[src/logic/rcp_pkg.sv]
package rcp_pkg;
   // ------------------------------------------------------------
   // timing
   // ------------------------------------------------------------
   localparam int unsigned CLK_PERIOD_NS = 4;
   localparam int unsigned TMR_BITS      = 11;
   localparam int unsigned TMR_PERIODS   = 2048;
   // internal rc period as printed, in us
   localparam int unsigned RC_PERIOD_US  = 32;
   localparam int unsigned RC_PERIOD_CYC =
      (RC_PERIOD_US * 1000 + CLK_PERIOD_NS - 1) / CLK_PERIOD_NS;
   localparam int unsigned RC_DIV_BITS   = 13;

   // ------------------------------------------------------------
   // addresses and reset values
   // ------------------------------------------------------------
   localparam int unsigned PC_W        = 21;
   localparam logic [20:0] PC_RESET    = 21'h00_0000;
   localparam logic [20:0] PC_STEP     = 21'h00_0002;
   localparam logic [20:0] VEC_HIGH    = 21'h00_0008;
   localparam logic [20:0] VEC_LOW     = 21'h00_0018;
   localparam logic [4:0]  SP_RESET    = 5'h00;
   localparam logic [7:0]  BYTE_ZERO   = 8'h00;
   localparam logic [4:0]  TOP_OF_STACK_UPPER_ZERO   = 5'h00;
   localparam logic [5:0]  TBLU_ZERO   = 6'h00;
   localparam logic        FLAG_SET    = 1'b1;
   localparam logic        FLAG_CLR    = 1'b0;

   // ------------------------------------------------------------
   // sequencer states
   // ------------------------------------------------------------
   typedef enum logic [3:0] {
      RCP_POR  = 4'b0001,
      RCP_TMR  = 4'b0010,
      RCP_HOLD = 4'b0100,
      RCP_RUN  = 4'b1000
   } rcp_state_t;

   // power mode of the core at the moment of an event
   typedef enum logic [1:0] {
      RCP_MODE_FULL  = 2'h0,
      RCP_MODE_RUN   = 2'h1,
      RCP_MODE_IDLE  = 2'h2
   } rcp_mode_t;
endpackage

[src/logic/rcp_sync.sv]
`timescale 1ns/100ps
// two-flop synchroniser for one asynchronous level
module rcp_sync
   import rcp_pkg::*;
#(
   parameter logic RESET_VAL = 1'b0
) (
   input  wire logic clk_i,
   input  wire logic rst_n_i,
   input  wire logic d_i,
   output logic      q_o
);
   typedef struct packed {
      logic s1;
      logic s2;
   } rcp_sync_st_t;

   rcp_sync_st_t st;
   rcp_sync_st_t next_st;

   // first stage feeds only the second
   always_comb begin
      next_st.s1 = d_i;
      next_st.s2 = st.s1;
   end

   always_ff @(posedge clk_i) begin
      if (!rst_n_i) begin
         st <= '{s1: RESET_VAL, s2: RESET_VAL};
      end else begin
         st <= next_st;
      end
   end

   assign q_o = st.s2;
endmodule

[src/logic/rcp_top.sv]
//
// Functional notes
// - brown-out or power-on clears brownout flag
// - regulator off blocks brown-out resets
// - timer always on, starts after por
// - 11-bit timer, 2048 rc periods
// - internal reset held while timer counts
// - master clear release after timer: run now
// - undefined registers kept over non-por resets
// - watchdog wake leaves registers unchanged
// - power-on loads pc zero, sets flags
// - soft reset and brown-out flag updates
// - master clear in run mode sets timeout
// - master clear idle sets timeout, clears pd
// - watchdog run reset clears timeout flag
// - full-power master clear keeps all flags
// - stack-full reset sets full flag
// - stack-underflow reset sets underflow flag
// - underflow without enable flags, no reset
// - watchdog in idle wakes, clears to, pd
// - interrupt wake clears pd, vectors if enabled
// - non-wake resets clear pointers and latches
// - power-on and brown-out flags set only by firmware
`timescale 1ns/100ps
module rcp_top
   import rcp_pkg::*;
#(
   parameter int unsigned RC_DIV = RC_PERIOD_CYC
) (
   input  wire logic              clk_i,
   input  wire logic              rst_n_i,
   input  wire logic              por_pulse_i,
   input  wire logic              brownout_i,
   input  wire logic              regulator_en_i,
   input  wire logic              master_clear_n,
   input  wire logic              watchdog_timeout_i,
   input  wire logic              soft_reset_i,
   input  wire logic              stack_full_i,
   input  wire logic              stack_underflow_i,
   input  wire logic              stack_overflow_reset_enable,
   input  wire logic              int_wake_i,
   input  wire logic              int_high_i,
   input  wire logic              global_int_enable_high,
   input  wire logic              global_int_enable_low,
   input  wire logic [1:0]        power_mode_i,
   input  wire logic [PC_W-1:0]   pc_i,
   input  wire logic              fw_set_por_i,
   input  wire logic              fw_set_bor_i,
   input  wire logic              fw_set_ri_i,
   input  wire logic              clrwdt_i,
   input  wire logic              sleep_i,
   input  wire logic              fw_clr_stack_i,
   output logic                   core_reset_o,
   output logic                   pc_load_o,
   output logic [PC_W-1:0]        pc_o,
   output logic                   latch_clear_o,
   output logic [4:0]             stack_pointer_reg_o,
   output logic                   power_on_flag_n_o,
   output logic                   brownout_flag_n_o,
   output logic                   soft_reset_flag_n_o,
   output logic                   watchdog_timeout_flag_n_o,
   output logic                   power_down_flag_n_o,
   output logic                   stack_full_flag_o,
   output logic                   stack_underflow_flag_o
);
   // ------------------------------------------------------------
   // pin synchronisers
   // ------------------------------------------------------------
   logic master_clear_n_n;
   logic por_s;
   logic bor_s;
   logic reg_en_s;

   // external pins first cross two flops; master clear idles high
   rcp_sync #(.RESET_VAL(1'b1)) u_sync_master_clear_n (
      .clk_i   (clk_i),
      .rst_n_i (rst_n_i),
      .d_i     (master_clear_n),
      .q_o     (master_clear_n_n)
   );
   rcp_sync #(.RESET_VAL(1'b1)) u_sync_por (
      .clk_i   (clk_i),
      .rst_n_i (rst_n_i),
      .d_i     (por_pulse_i),
      .q_o     (por_s)
   );
   rcp_sync #(.RESET_VAL(1'b0)) u_sync_bor (
      .clk_i   (clk_i),
      .rst_n_i (rst_n_i),
      .d_i     (brownout_i),
      .q_o     (bor_s)
   );
   rcp_sync #(.RESET_VAL(1'b1)) u_sync_reg (
      .clk_i   (clk_i),
      .rst_n_i (rst_n_i),
      .d_i     (regulator_en_i),
      .q_o     (reg_en_s)
   );

   // ------------------------------------------------------------
   // state
   // ------------------------------------------------------------
   typedef struct packed {
      rcp_state_t           fsm;
      logic [RC_DIV_BITS-1:0] div;
      logic [TMR_BITS-1:0]  tmr;
      logic                 core_rst;
      logic                 pc_load;
      logic [PC_W-1:0]      pc;
      logic                 latch_clr;
      logic [4:0]           sp;
      logic                 por_n;
      logic                 bor_n;
      logic                 ri_n;
      logic                 to_n;
      logic                 pd_n;
      logic                 stack_full_flag;
      logic                 stack_underflow_flag;
   } rcp_st_t;

   rcp_st_t st;
   rcp_st_t next_st;

   logic bor_evt;
   logic por_evt;
   logic master_clear_n_evt;
   logic wdt_rst;
   logic wdt_wake;
   logic stk_rst;
   logic unf_err;
   logic int_en;
   logic idle_md;
   logic rc_tick;

   // brown-out only counts while the regulator is on
   assign bor_evt  = bor_s && reg_en_s;
   assign por_evt  = por_s;
   assign idle_md  = (power_mode_i == RCP_MODE_IDLE);
   assign master_clear_n_evt = !master_clear_n_n && (st.fsm == RCP_RUN);
   assign wdt_rst  = watchdog_timeout_i && !idle_md;
   assign wdt_wake = watchdog_timeout_i && idle_md;
   assign stk_rst  = (stack_full_i || stack_underflow_i)
                     && stack_overflow_reset_enable;
   assign unf_err  = stack_underflow_i && !stack_overflow_reset_enable;
   assign int_en   = global_int_enable_high || global_int_enable_low;
   assign rc_tick  = (st.div == RC_DIV_BITS'(RC_DIV - 1));

   // ------------------------------------------------------------
   // sequencer and flag update
   // ------------------------------------------------------------
   // priority: power-on, brown-out, then run-time events; flags
   // not named by an event keep their value
   always_comb begin
      next_st           = st;
      next_st.pc_load   = 1'b0;
      next_st.latch_clr = 1'b0;
      // firmware raises the active-low flags; sleep clears pd
      if (fw_set_por_i) next_st.por_n = FLAG_SET;
      if (fw_set_bor_i) next_st.bor_n = FLAG_SET;
      if (fw_set_ri_i)  next_st.ri_n  = FLAG_SET;
      if (clrwdt_i) begin
         next_st.to_n = FLAG_SET;
         next_st.pd_n = FLAG_SET;
      end
      if (sleep_i) begin
         next_st.to_n = FLAG_SET;
         next_st.pd_n = FLAG_CLR;
      end
      if (fw_clr_stack_i) begin
         next_st.stack_full_flag = FLAG_CLR;
         next_st.stack_underflow_flag = FLAG_CLR;
      end
      if (por_evt || bor_evt) begin
         // any new supply event restarts the timer from zero
         next_st.fsm       = por_evt ? RCP_POR : RCP_TMR;
         next_st.div       = '0;
         next_st.tmr       = '0;
         next_st.core_rst  = 1'b1;
         next_st.pc        = PC_RESET;
         next_st.latch_clr = 1'b1;
         next_st.sp        = SP_RESET;
         next_st.ri_n      = FLAG_SET;
         next_st.to_n      = FLAG_SET;
         next_st.pd_n      = FLAG_SET;
         next_st.bor_n     = FLAG_CLR;
         if (por_evt) begin
            next_st.por_n  = FLAG_CLR;
            next_st.stack_full_flag = FLAG_CLR;
            next_st.stack_underflow_flag = FLAG_CLR;
         end
      end else begin
         unique case (st.fsm)
            RCP_POR: begin
               // timer waits for the power-on pulse to clear
               next_st.fsm = RCP_TMR;
            end
            RCP_TMR: begin
               next_st.core_rst = 1'b1;
               next_st.div = rc_tick ? '0 : st.div + 1'b1;
               if (rc_tick) begin
                  next_st.tmr = st.tmr + 1'b1;
                  if (st.tmr == TMR_BITS'(TMR_PERIODS - 1)) begin
                     next_st.fsm = RCP_HOLD;
                  end
               end
            end
            RCP_HOLD: begin
               // held only by master clear; leaves with no delay
               if (master_clear_n_n) begin
                  next_st.fsm      = RCP_RUN;
                  next_st.core_rst = 1'b0;
                  next_st.pc_load  = 1'b1;
               end
            end
            RCP_RUN: begin
               if (master_clear_n_evt || soft_reset_i || wdt_rst || stk_rst) begin
                  next_st.fsm       = RCP_HOLD;
                  next_st.core_rst  = 1'b1;
                  next_st.pc        = PC_RESET;
                  next_st.latch_clr = 1'b1;
                  next_st.sp        = SP_RESET;
               end
               if (master_clear_n_evt) begin
                  if (power_mode_i == RCP_MODE_RUN) begin
                     next_st.to_n = FLAG_SET;
                  end else if (idle_md) begin
                     next_st.to_n = FLAG_SET;
                     next_st.pd_n = FLAG_CLR;
                  end
                  // full power: flags left as they are
               end else if (soft_reset_i) begin
                  next_st.ri_n = FLAG_CLR;
               end else if (wdt_rst) begin
                  next_st.to_n = FLAG_CLR;
               end else if (stk_rst) begin
                  if (stack_full_i) next_st.stack_full_flag = FLAG_SET;
                  if (stack_underflow_i) begin
                     next_st.stack_underflow_flag = FLAG_SET;
                  end
               end else if (wdt_wake) begin
                  next_st.to_n    = FLAG_CLR;
                  next_st.pd_n    = FLAG_CLR;
                  next_st.pc      = pc_i + PC_STEP;
                  next_st.pc_load = 1'b1;
               end else if (int_wake_i) begin
                  next_st.pd_n    = FLAG_CLR;
                  next_st.pc_load = 1'b1;
                  if (int_en) begin
                     next_st.pc = int_high_i ? VEC_HIGH : VEC_LOW;
                  end else begin
                     next_st.pc = pc_i + PC_STEP;
                  end
               end
               // underflow without reset still leaves its mark
               if (unf_err) next_st.stack_underflow_flag = FLAG_SET;
            end
            default: next_st.fsm = RCP_POR;
         endcase
      end
   end

   always_ff @(posedge clk_i) begin
      if (!rst_n_i) begin
         st <= '{fsm: RCP_POR, div: '0, tmr: '0, core_rst: 1'b1,
                 pc_load: 1'b0, pc: PC_RESET, latch_clr: 1'b1,
                 sp: SP_RESET, por_n: FLAG_CLR, bor_n: FLAG_CLR,
                 ri_n: FLAG_SET, to_n: FLAG_SET, pd_n: FLAG_SET,
                 stack_full_flag: FLAG_CLR, stack_underflow_flag: FLAG_CLR};
      end else begin
         st <= next_st;
      end
   end

   // ------------------------------------------------------------
   // outputs
   // ------------------------------------------------------------
   // all outputs are state flops
   assign core_reset_o              = st.core_rst;
   assign pc_load_o                 = st.pc_load;
   assign pc_o                      = st.pc;
   assign latch_clear_o             = st.latch_clr;
   assign stack_pointer_reg_o       = st.sp;
   assign power_on_flag_n_o         = st.por_n;
   assign brownout_flag_n_o         = st.bor_n;
   assign soft_reset_flag_n_o       = st.ri_n;
   assign watchdog_timeout_flag_n_o = st.to_n;
   assign power_down_flag_n_o       = st.pd_n;
   assign stack_full_flag_o         = st.stack_full_flag;
   assign stack_underflow_flag_o    = st.stack_underflow_flag;
endmodule

[config.mk]
export PLATFORM = sky130hd
export DESIGN_NAME = rcp_top
export DESIGN_NICKNAME = d
export VERILOG_FILES = /design/src/logic/rcp_pkg.sv /design/src/logic/rcp_sync.sv /design/src/logic/rcp_top.sv
export SDC_FILE = /design/constraint.sdc
export NUM_CORES = 1
export LEC_CHECK = 0
export BUFFER_PORTS_ARGS = -buffer_cell sky130_fd_sc_hd__clkbuf_2
export CAP_MARGIN = 20
export CORE_ASPECT_RATIO = 2
export CORE_MARGIN = 8
export CORE_UTILIZATION = 54
export DETAILED_ROUTE_END_ITERATION = 7
export GPL_TIMING_DRIVEN = 0
export PLACE_DENSITY = 0.86
export SKIP_LAST_GASP = 1
export SLEW_MARGIN = 20
export SYNTH_ARGS = -nofsm -noshare
export SYNTH_HDL_FRONTEND = slang
export SYNTH_SLANG_ARGS = --single-unit
export TNS_END_PERCENT = 100
[constraint.sdc]
create_clock -name clk_i -period 2.7 [get_ports clk_i]
set_input_delay 0.54 -clock clk_i [delete_from_list [all_inputs] [get_ports clk_i]]
set_output_delay 0.54 -clock clk_i [all_outputs]
set_load 0.02 [all_outputs]
; After elaboration in Yosys (flattened, before gate mapping)
; Index checks and enable logic that the tools add are counted.
[op_classes]
n_addsub = 3
eq_ne = 14
mux = 53
bitwise_logic = 1
n_reduce_logical = 20
[ops]
columns = cell, n
row1 = 22-bit 2-to-1 mux, 6
row2 = 29-bit 2-to-1 mux, 1
row3 = 27-bit 2-to-1 mux, 1
row4 = 2-bit 2-to-1 mux, 13
row5 = 24-bit 2-to-1 mux, 1
row6 = "21-bit by 2-bit adder with 21-bit output, second input constant", 1
row7 = 21-bit 2-to-1 mux, 1
row8 = 4-bit 2-to-1 mux, 5
row9 = 1-bit 2-to-1 mux, 16
row10 = 4-bit one-hot mux with 4 select lines, 1
row11 = "13-bit by 1-bit adder with 13-bit output, second input constant", 1
row12 = "13-bit equality test, second input constant", 1
row13 = 13-bit 2-to-1 mux, 1
row14 = "11-bit by 1-bit adder with 11-bit output, second input constant", 1
row15 = "11-bit equality test, second input constant", 1
row16 = 11-bit 2-to-1 mux, 1
row17 = 5-bit 2-to-1 mux, 2
row18 = 1-bit logical AND, 6
row19 = 1-bit logical OR, 6
row20 = 6-bit 2-to-1 mux, 1
row21 = "3-bit != test, second input constant", 2
row22 = "4-bit by 1-bit equality test with 1-bit output, second input constant", 1
row23 = "4-bit by 2-bit equality test with 1-bit output, second input constant", 1
row24 = "4-bit by 3-bit equality test with 1-bit output, second input constant", 1
row25 = other kinds (16), 19
[word_totals]
reg_bits = 67
output_inout_bits = 36

; Longest topological paths before layout
[logic_depth]
word_depth = 13
depth_mapped = 7
mapped_depth_nobuf = 5

; Hierarchy
; From an unflattened synthesis, not the netlist that was laid out.
[unflattened]
hier_cells = 377
area_unflattened_um2 = 3296.9
[modules_own_cells]
columns = mod, n_inst, cells_per_inst, area_per_inst_um2, seq_area_each_um2
row1 = rcp_top, 1, 361, 3086.7, 1181.1
row2 = rcp_sync, 4, 4, 52.6, 40.0

; Worst setup path after synthesis
; OpenSTA, ideal clock, no wires.
[synth_timing]
kind = register to register
startpoint = reg st[63] (netlist name)
endpoint = reg st[41] (netlist name)
setup_time_ps = 70
arrival_ps = 2165
required_time_ps = 2630
path_slack_ps = 464
stages_incl_launch_ff = 7
synth_period_minus_slack_ps = 2236
cell_sequence = dfxtp_1 > buf_6 > or4b_4 > or4_1 > buf_2 > or4_1 > a21oi_1
[synth_between]
elab_chain_len = 2
[synth_rtl]
columns = element, line_no
row1 = start: declaration, rcp_top.sv:121  ; rcp_st_t st;
row2 = start signal: assignment, rcp_top.sv:264  ; st <= '{fsm: RCP_POR, div: '0, tmr: '0, core_rst: 1'b1,
row3 = start signal: assignment, rcp_top.sv:270  ; st <= next_st;
row4 = 4-bit by 2-bit equality test with 1-bit output, rcp_top.sv:192  ; unique case (st.fsm)
row5 = 2-bit AND reduction (no source line), n/a
; Every way passes these cells.
; A chain may end at the register's enable or synchronous reset.

; Worst setup path after layout
[layout_timing]
startpoint = reg st[62] (netlist name)
endpoint = reg st (netlist bit pc_o[10])
[layout_between]
elab_chain_len = 12
[layout_rtl]
columns = element, line_no
row1 = 4-bit equality test (*), "rcp_top.sv:139, rcp_top.sv:192"
row2 = 1-bit logical AND, rcp_top.sv:139  ; assign master_clear_n_evt = !master_clear_n_n && (st.fsm == RCP_RUN);
row3 = 1-bit logical OR (3 in series), rcp_top.sv:216  ; if (master_clear_n_evt || soft_reset_i || wdt_rst || stk_rst) begin
row4 = 27-bit 2-to-1 mux, rcp_top.sv:216
row5 = 22-bit 2-to-1 mux, rcp_top.sv:245  ; end else if (int_wake_i) begin
row6 = 22-bit 2-to-1 mux, rcp_top.sv:240  ; end else if (wdt_wake) begin
row7 = 22-bit 2-to-1 mux, rcp_top.sv:235  ; end else if (stk_rst) begin
row8 = 22-bit 2-to-1 mux, rcp_top.sv:233  ; end else if (wdt_rst) begin
row9 = 22-bit 2-to-1 mux, rcp_top.sv:231  ; end else if (soft_reset_i) begin
row10 = 22-bit 2-to-1 mux, rcp_top.sv:223  ; if (master_clear_n_evt) begin
; Mark *: on every way between the ends. The rest lies on a longest branch, timed or not.

==> metrics.md <==
| Metric | Value |
|---|---|
| Most flops, register | st |
| Root buf cell | clkbuf_16 |
| WL/cell | 16.0 um |
| Clock sinks | 67 |
| Leakage power | 0.00164 uW |
| Final setup vio count | 0 |
| Top_reg_cell synth | dfxtp_1 |
| Worst r2r src | st[62] |
| Post-synthesis average cell area | 8.66 um2 |
| DRC errors left | 0 |
| Fill count | 538 |
| Layout Area Growth over Synthesis | 22.9% |
| Global route total overflow | 0 |
| Final hold violations | 0 |
| Worst-Margin Slew | 675 ps |
| Crit Reg-Reg Endpoint | pc_o[10] |
| Longest Clk Path Bufs | 2 |
| Boundary Pins | 80 |
| Pin count of the biggest net entering global routing | 11 |
| Worst VDD drop | 401 uV |
| Share of post-route cells with drive strength above 1 | 25.2% |
| First-pass GRT wire length | 15.3 mm |
| Min Tclk post-route | 2490 ps |
| Met2 usage | 37.9% |
| Util after Layout | 67.9% |
| Vias/cell | 5.75 |
| Hold EP | u_sync_reg.next_st[0] |
| Initial Utilization | 55.2% |
| GR Layer Usage met3 | 5.73% |
| Via count | 3329 |
| Worst hold path depth | 2 |
| Row count | 41 |
| Clk pin slew, worst setup/hold paths | 50 ps |
| Outcome | completed |
| Worst setup path class | reg -> reg |
| Hold Crit Start | regulator_en_i |
| Most used routing layer in global routing | met2 |
| Final period utilization | 92.2% |
| Slew Limit Fails | 0 |
| CTS tree | built |
| CP arrival | 2760 ps |
| Library cells used by synthesis | 54 |
| Routed wire length | 9.25 mm |
| Crit path max fanout | 10 |
| RSZ-0062 raised after global routing | false |
| Die height | 129 um |
| Iter 0 DRT Violations | 260 |
| Crit path largest cell delay | 660 ps |
| Cell area after synthesis | 3460 um2 |
| Total global-route track usage | 20.4% |
| Worst Path Required | 2970 ps |
| Die width | 72.6 um |
| FF+latch area | 1340 um2 |
| CP endpoint kind | flop |
| Max_slew headroom | 54.3% |
| Synth Register Bits | 67 |
| Number of flops mapped to enable cells by yosys | 0 |
| Clk_lat worst skew | 320 ps |
| Max Cap Viol | 0 |
| Setup slack, reg-to-reg | 210 ps |
| Pre-antenna DRT Iters | 4 |
| Clock skew | 3.66 ps |
| # port buffers | 74 |
| Hold WC Path Type | in -> reg |
| Sequential share of the synthesized area | 38.8% |
| ANT cells | 0 |
| Die area | 9370 um2 |
| Grt met1 use | 18.6% |
| Multi-input gate area | 1840 um2 |
| Setup bufs post-CTS | 0 |
| Mapped Cells | 399 |
| Power Total | 2280 uW |
| Cell family with most CP delay | simple AND/OR/NAND/NOR gates |
| Synth warn | 0 |
| Nets | 535 |
| Pwr/cell area | 536 nW/um2 |
| Largest register FFs | 28 |
| FFs w/ async S/R, synth | 0% |
| Routed Antenna Nets | 0 |
| Global placement routability congestion | 0.882 |
| Reg2Reg Depth | 6 |
| Slowest CP cell | or4b_1 |
| Placed wire-length estimate | 7.12 mm |
| Critical-path cell list | clkbuf_1 -> or4b_1 -> a2111oi_2 -> and2_1 -> buf_2 -> a22o_1 |
| Antenna violations before repair | 0 |
| Floorplan core area | 6260 um2 |
| Crit start category | flop |
| H-tree depth | 3 |
| Min Hold Slack | 394 ps |
| Clock buffer count from CTS | 9 |
| WP buf/inv | 2 |
| FMAX | 0.402 GHz |
| Via count of the first global-routing pass | 3466 |
==> per-layer routing <==
metal | wire length [um] | vias to the layer above
li1 | - | 1628
met1 | 3330 | 1558
met2 | 5140 | 114
met3 | 449 | 29
met4 | 329 | 0
met5 | 0 | -
==> report_power, final <==
part           total, uW  internal, uW  switching [uW]
combinational        141          57.3            84.0
clock               1130           739             396
sequential          1000           997            3.62
==> cell families after synthesis <==
kind of cell    after synthesis  share of synthesized area (%)
compound gates               82                           16.8
xor+xnor                     26                           6.59
fa+ha+maj                     3                           1.09
buf+inv                      51                           8.69
flops                        67                           38.8
mux                           2                          0.579
other cells                   1                          0.108
simple gates                167                           27.4
==> worst register-to-register path: cells and delay by family (launching register included) <==
kind	cells	cell delay, ps
simple gates	2	950
compound gates	2	730
buf+inv	2	450
flops	1	290
==> worst max path at each step <==
stage	slack [ps]	cells after the start	startpoint	end
after global placement	-20	7	stack_underflow_i	pc_o[0]
after global routing	80	7	st[62]	pc_o[14]
after CTS	200	6	u_sync_master_clear_n.q_o	pc_o[12]
after floorplan	460	6	st[63]	st[41]
after detailed placement	-50	7	stack_underflow_i	pc_o[15]
final	210	6	st[62]	pc_o[10]
==> synth_stat cells (2+ instances only) <==
cell | n | area share (%)
o2bb2ai_1 | 2 | 0.51
and2_1 | 7 | 1.3
a22o_1 | 13 | 3.3
xor2_1 | 12 | 3.0
and3_1 | 3 | 0.54
nor4_1 | 14 | 2.5
clkbuf_1 | 13 | 1.4
buf_4 | 26 | 5.6
inv_1 | 8 | 0.87
nor3_1 | 7 | 1.0
o311ai_0 | 4 | 1.0
ha_1 | 3 | 1.1
buf_2 | 3 | 0.43
or3_1 | 10 | 1.8
o21a_1 | 4 | 0.87
nand3b_1 | 3 | 0.65
nand4_1 | 17 | 3.1
nor2_1 | 27 | 2.9
nor4b_1 | 3 | 0.76
nand2_1 | 25 | 2.7
o2111ai_1 | 2 | 0.51
a21oi_1 | 13 | 1.9
a211oi_1 | 2 | 0.43
o211ai_1 | 6 | 1.3
or4_1 | 8 | 1.7
and4_1 | 3 | 0.76
dfxtp_1 | 67 | 39
xnor2_1 | 14 | 3.5
nand3_1 | 20 | 2.9
mux2i_1 | 2 | 0.58
o21ai_0 | 16 | 2.3
a21o_1 | 2 | 0.43
o41ai_1 | 2 | 0.51
nand2b_1 | 9 | 1.6
o31ai_1 | 9 | 2.0
nor2b_1 | 2 | 0.36
==> final cells by class <==
cell class,count,share of cell area [%]
Buffer,43,6.36
Clock buffer,14,5.98
Clock inverter,2,0.824
Inverter,8,0.707
Multi-Input combinational cell,285,43.3
Sequential cell,67,31.6
Tap cell,86,2.53
Timing Repair Buffer,74,8.71
==> placed cells by master (no fill, tap or decap), types with 4 or more instances in the layout <==
cell type and n:
o21ai_0 16, o21a_1 4, o311ai_0 4, o211ai_1 6, or3_1 10, nand2b_1 9
nand2_1 25, or4_1 8, xnor2_1 14, clkbuf_16 9, o31ai_1 9, xor2_1 12
and2_1 7, buf_4 26, conb_1 5, a22o_1 13, nand4_1 17, a21oi_1 13
clkbuf_2 74, dfxtp_1 67, nor3_1 7, nand3_1 20, clkbuf_1 17, nor4_1 14
inv_1 8, nor2_1 27
==> stage by stage <==
stage                     setup WS [ps]  std cells  setup TNS, ps  cell area (um2)
after floorplan                     464        403              0             3470
after global placement            -20.9        563           -137             3950
after detailed placement          -53.5        563           -440             3950
after CTS                           203        579              0             4240
after global routing               75.2        579              0             4250
final                               212        579              0             4250
==> what timing repair did <==
action / in CTS / in global routing
gates resized for setup: 0 / 2
endpoints found under the setup margin: 0 / 8
hold buffers: 0 / 0
Power figures use the tool's default switching activity.
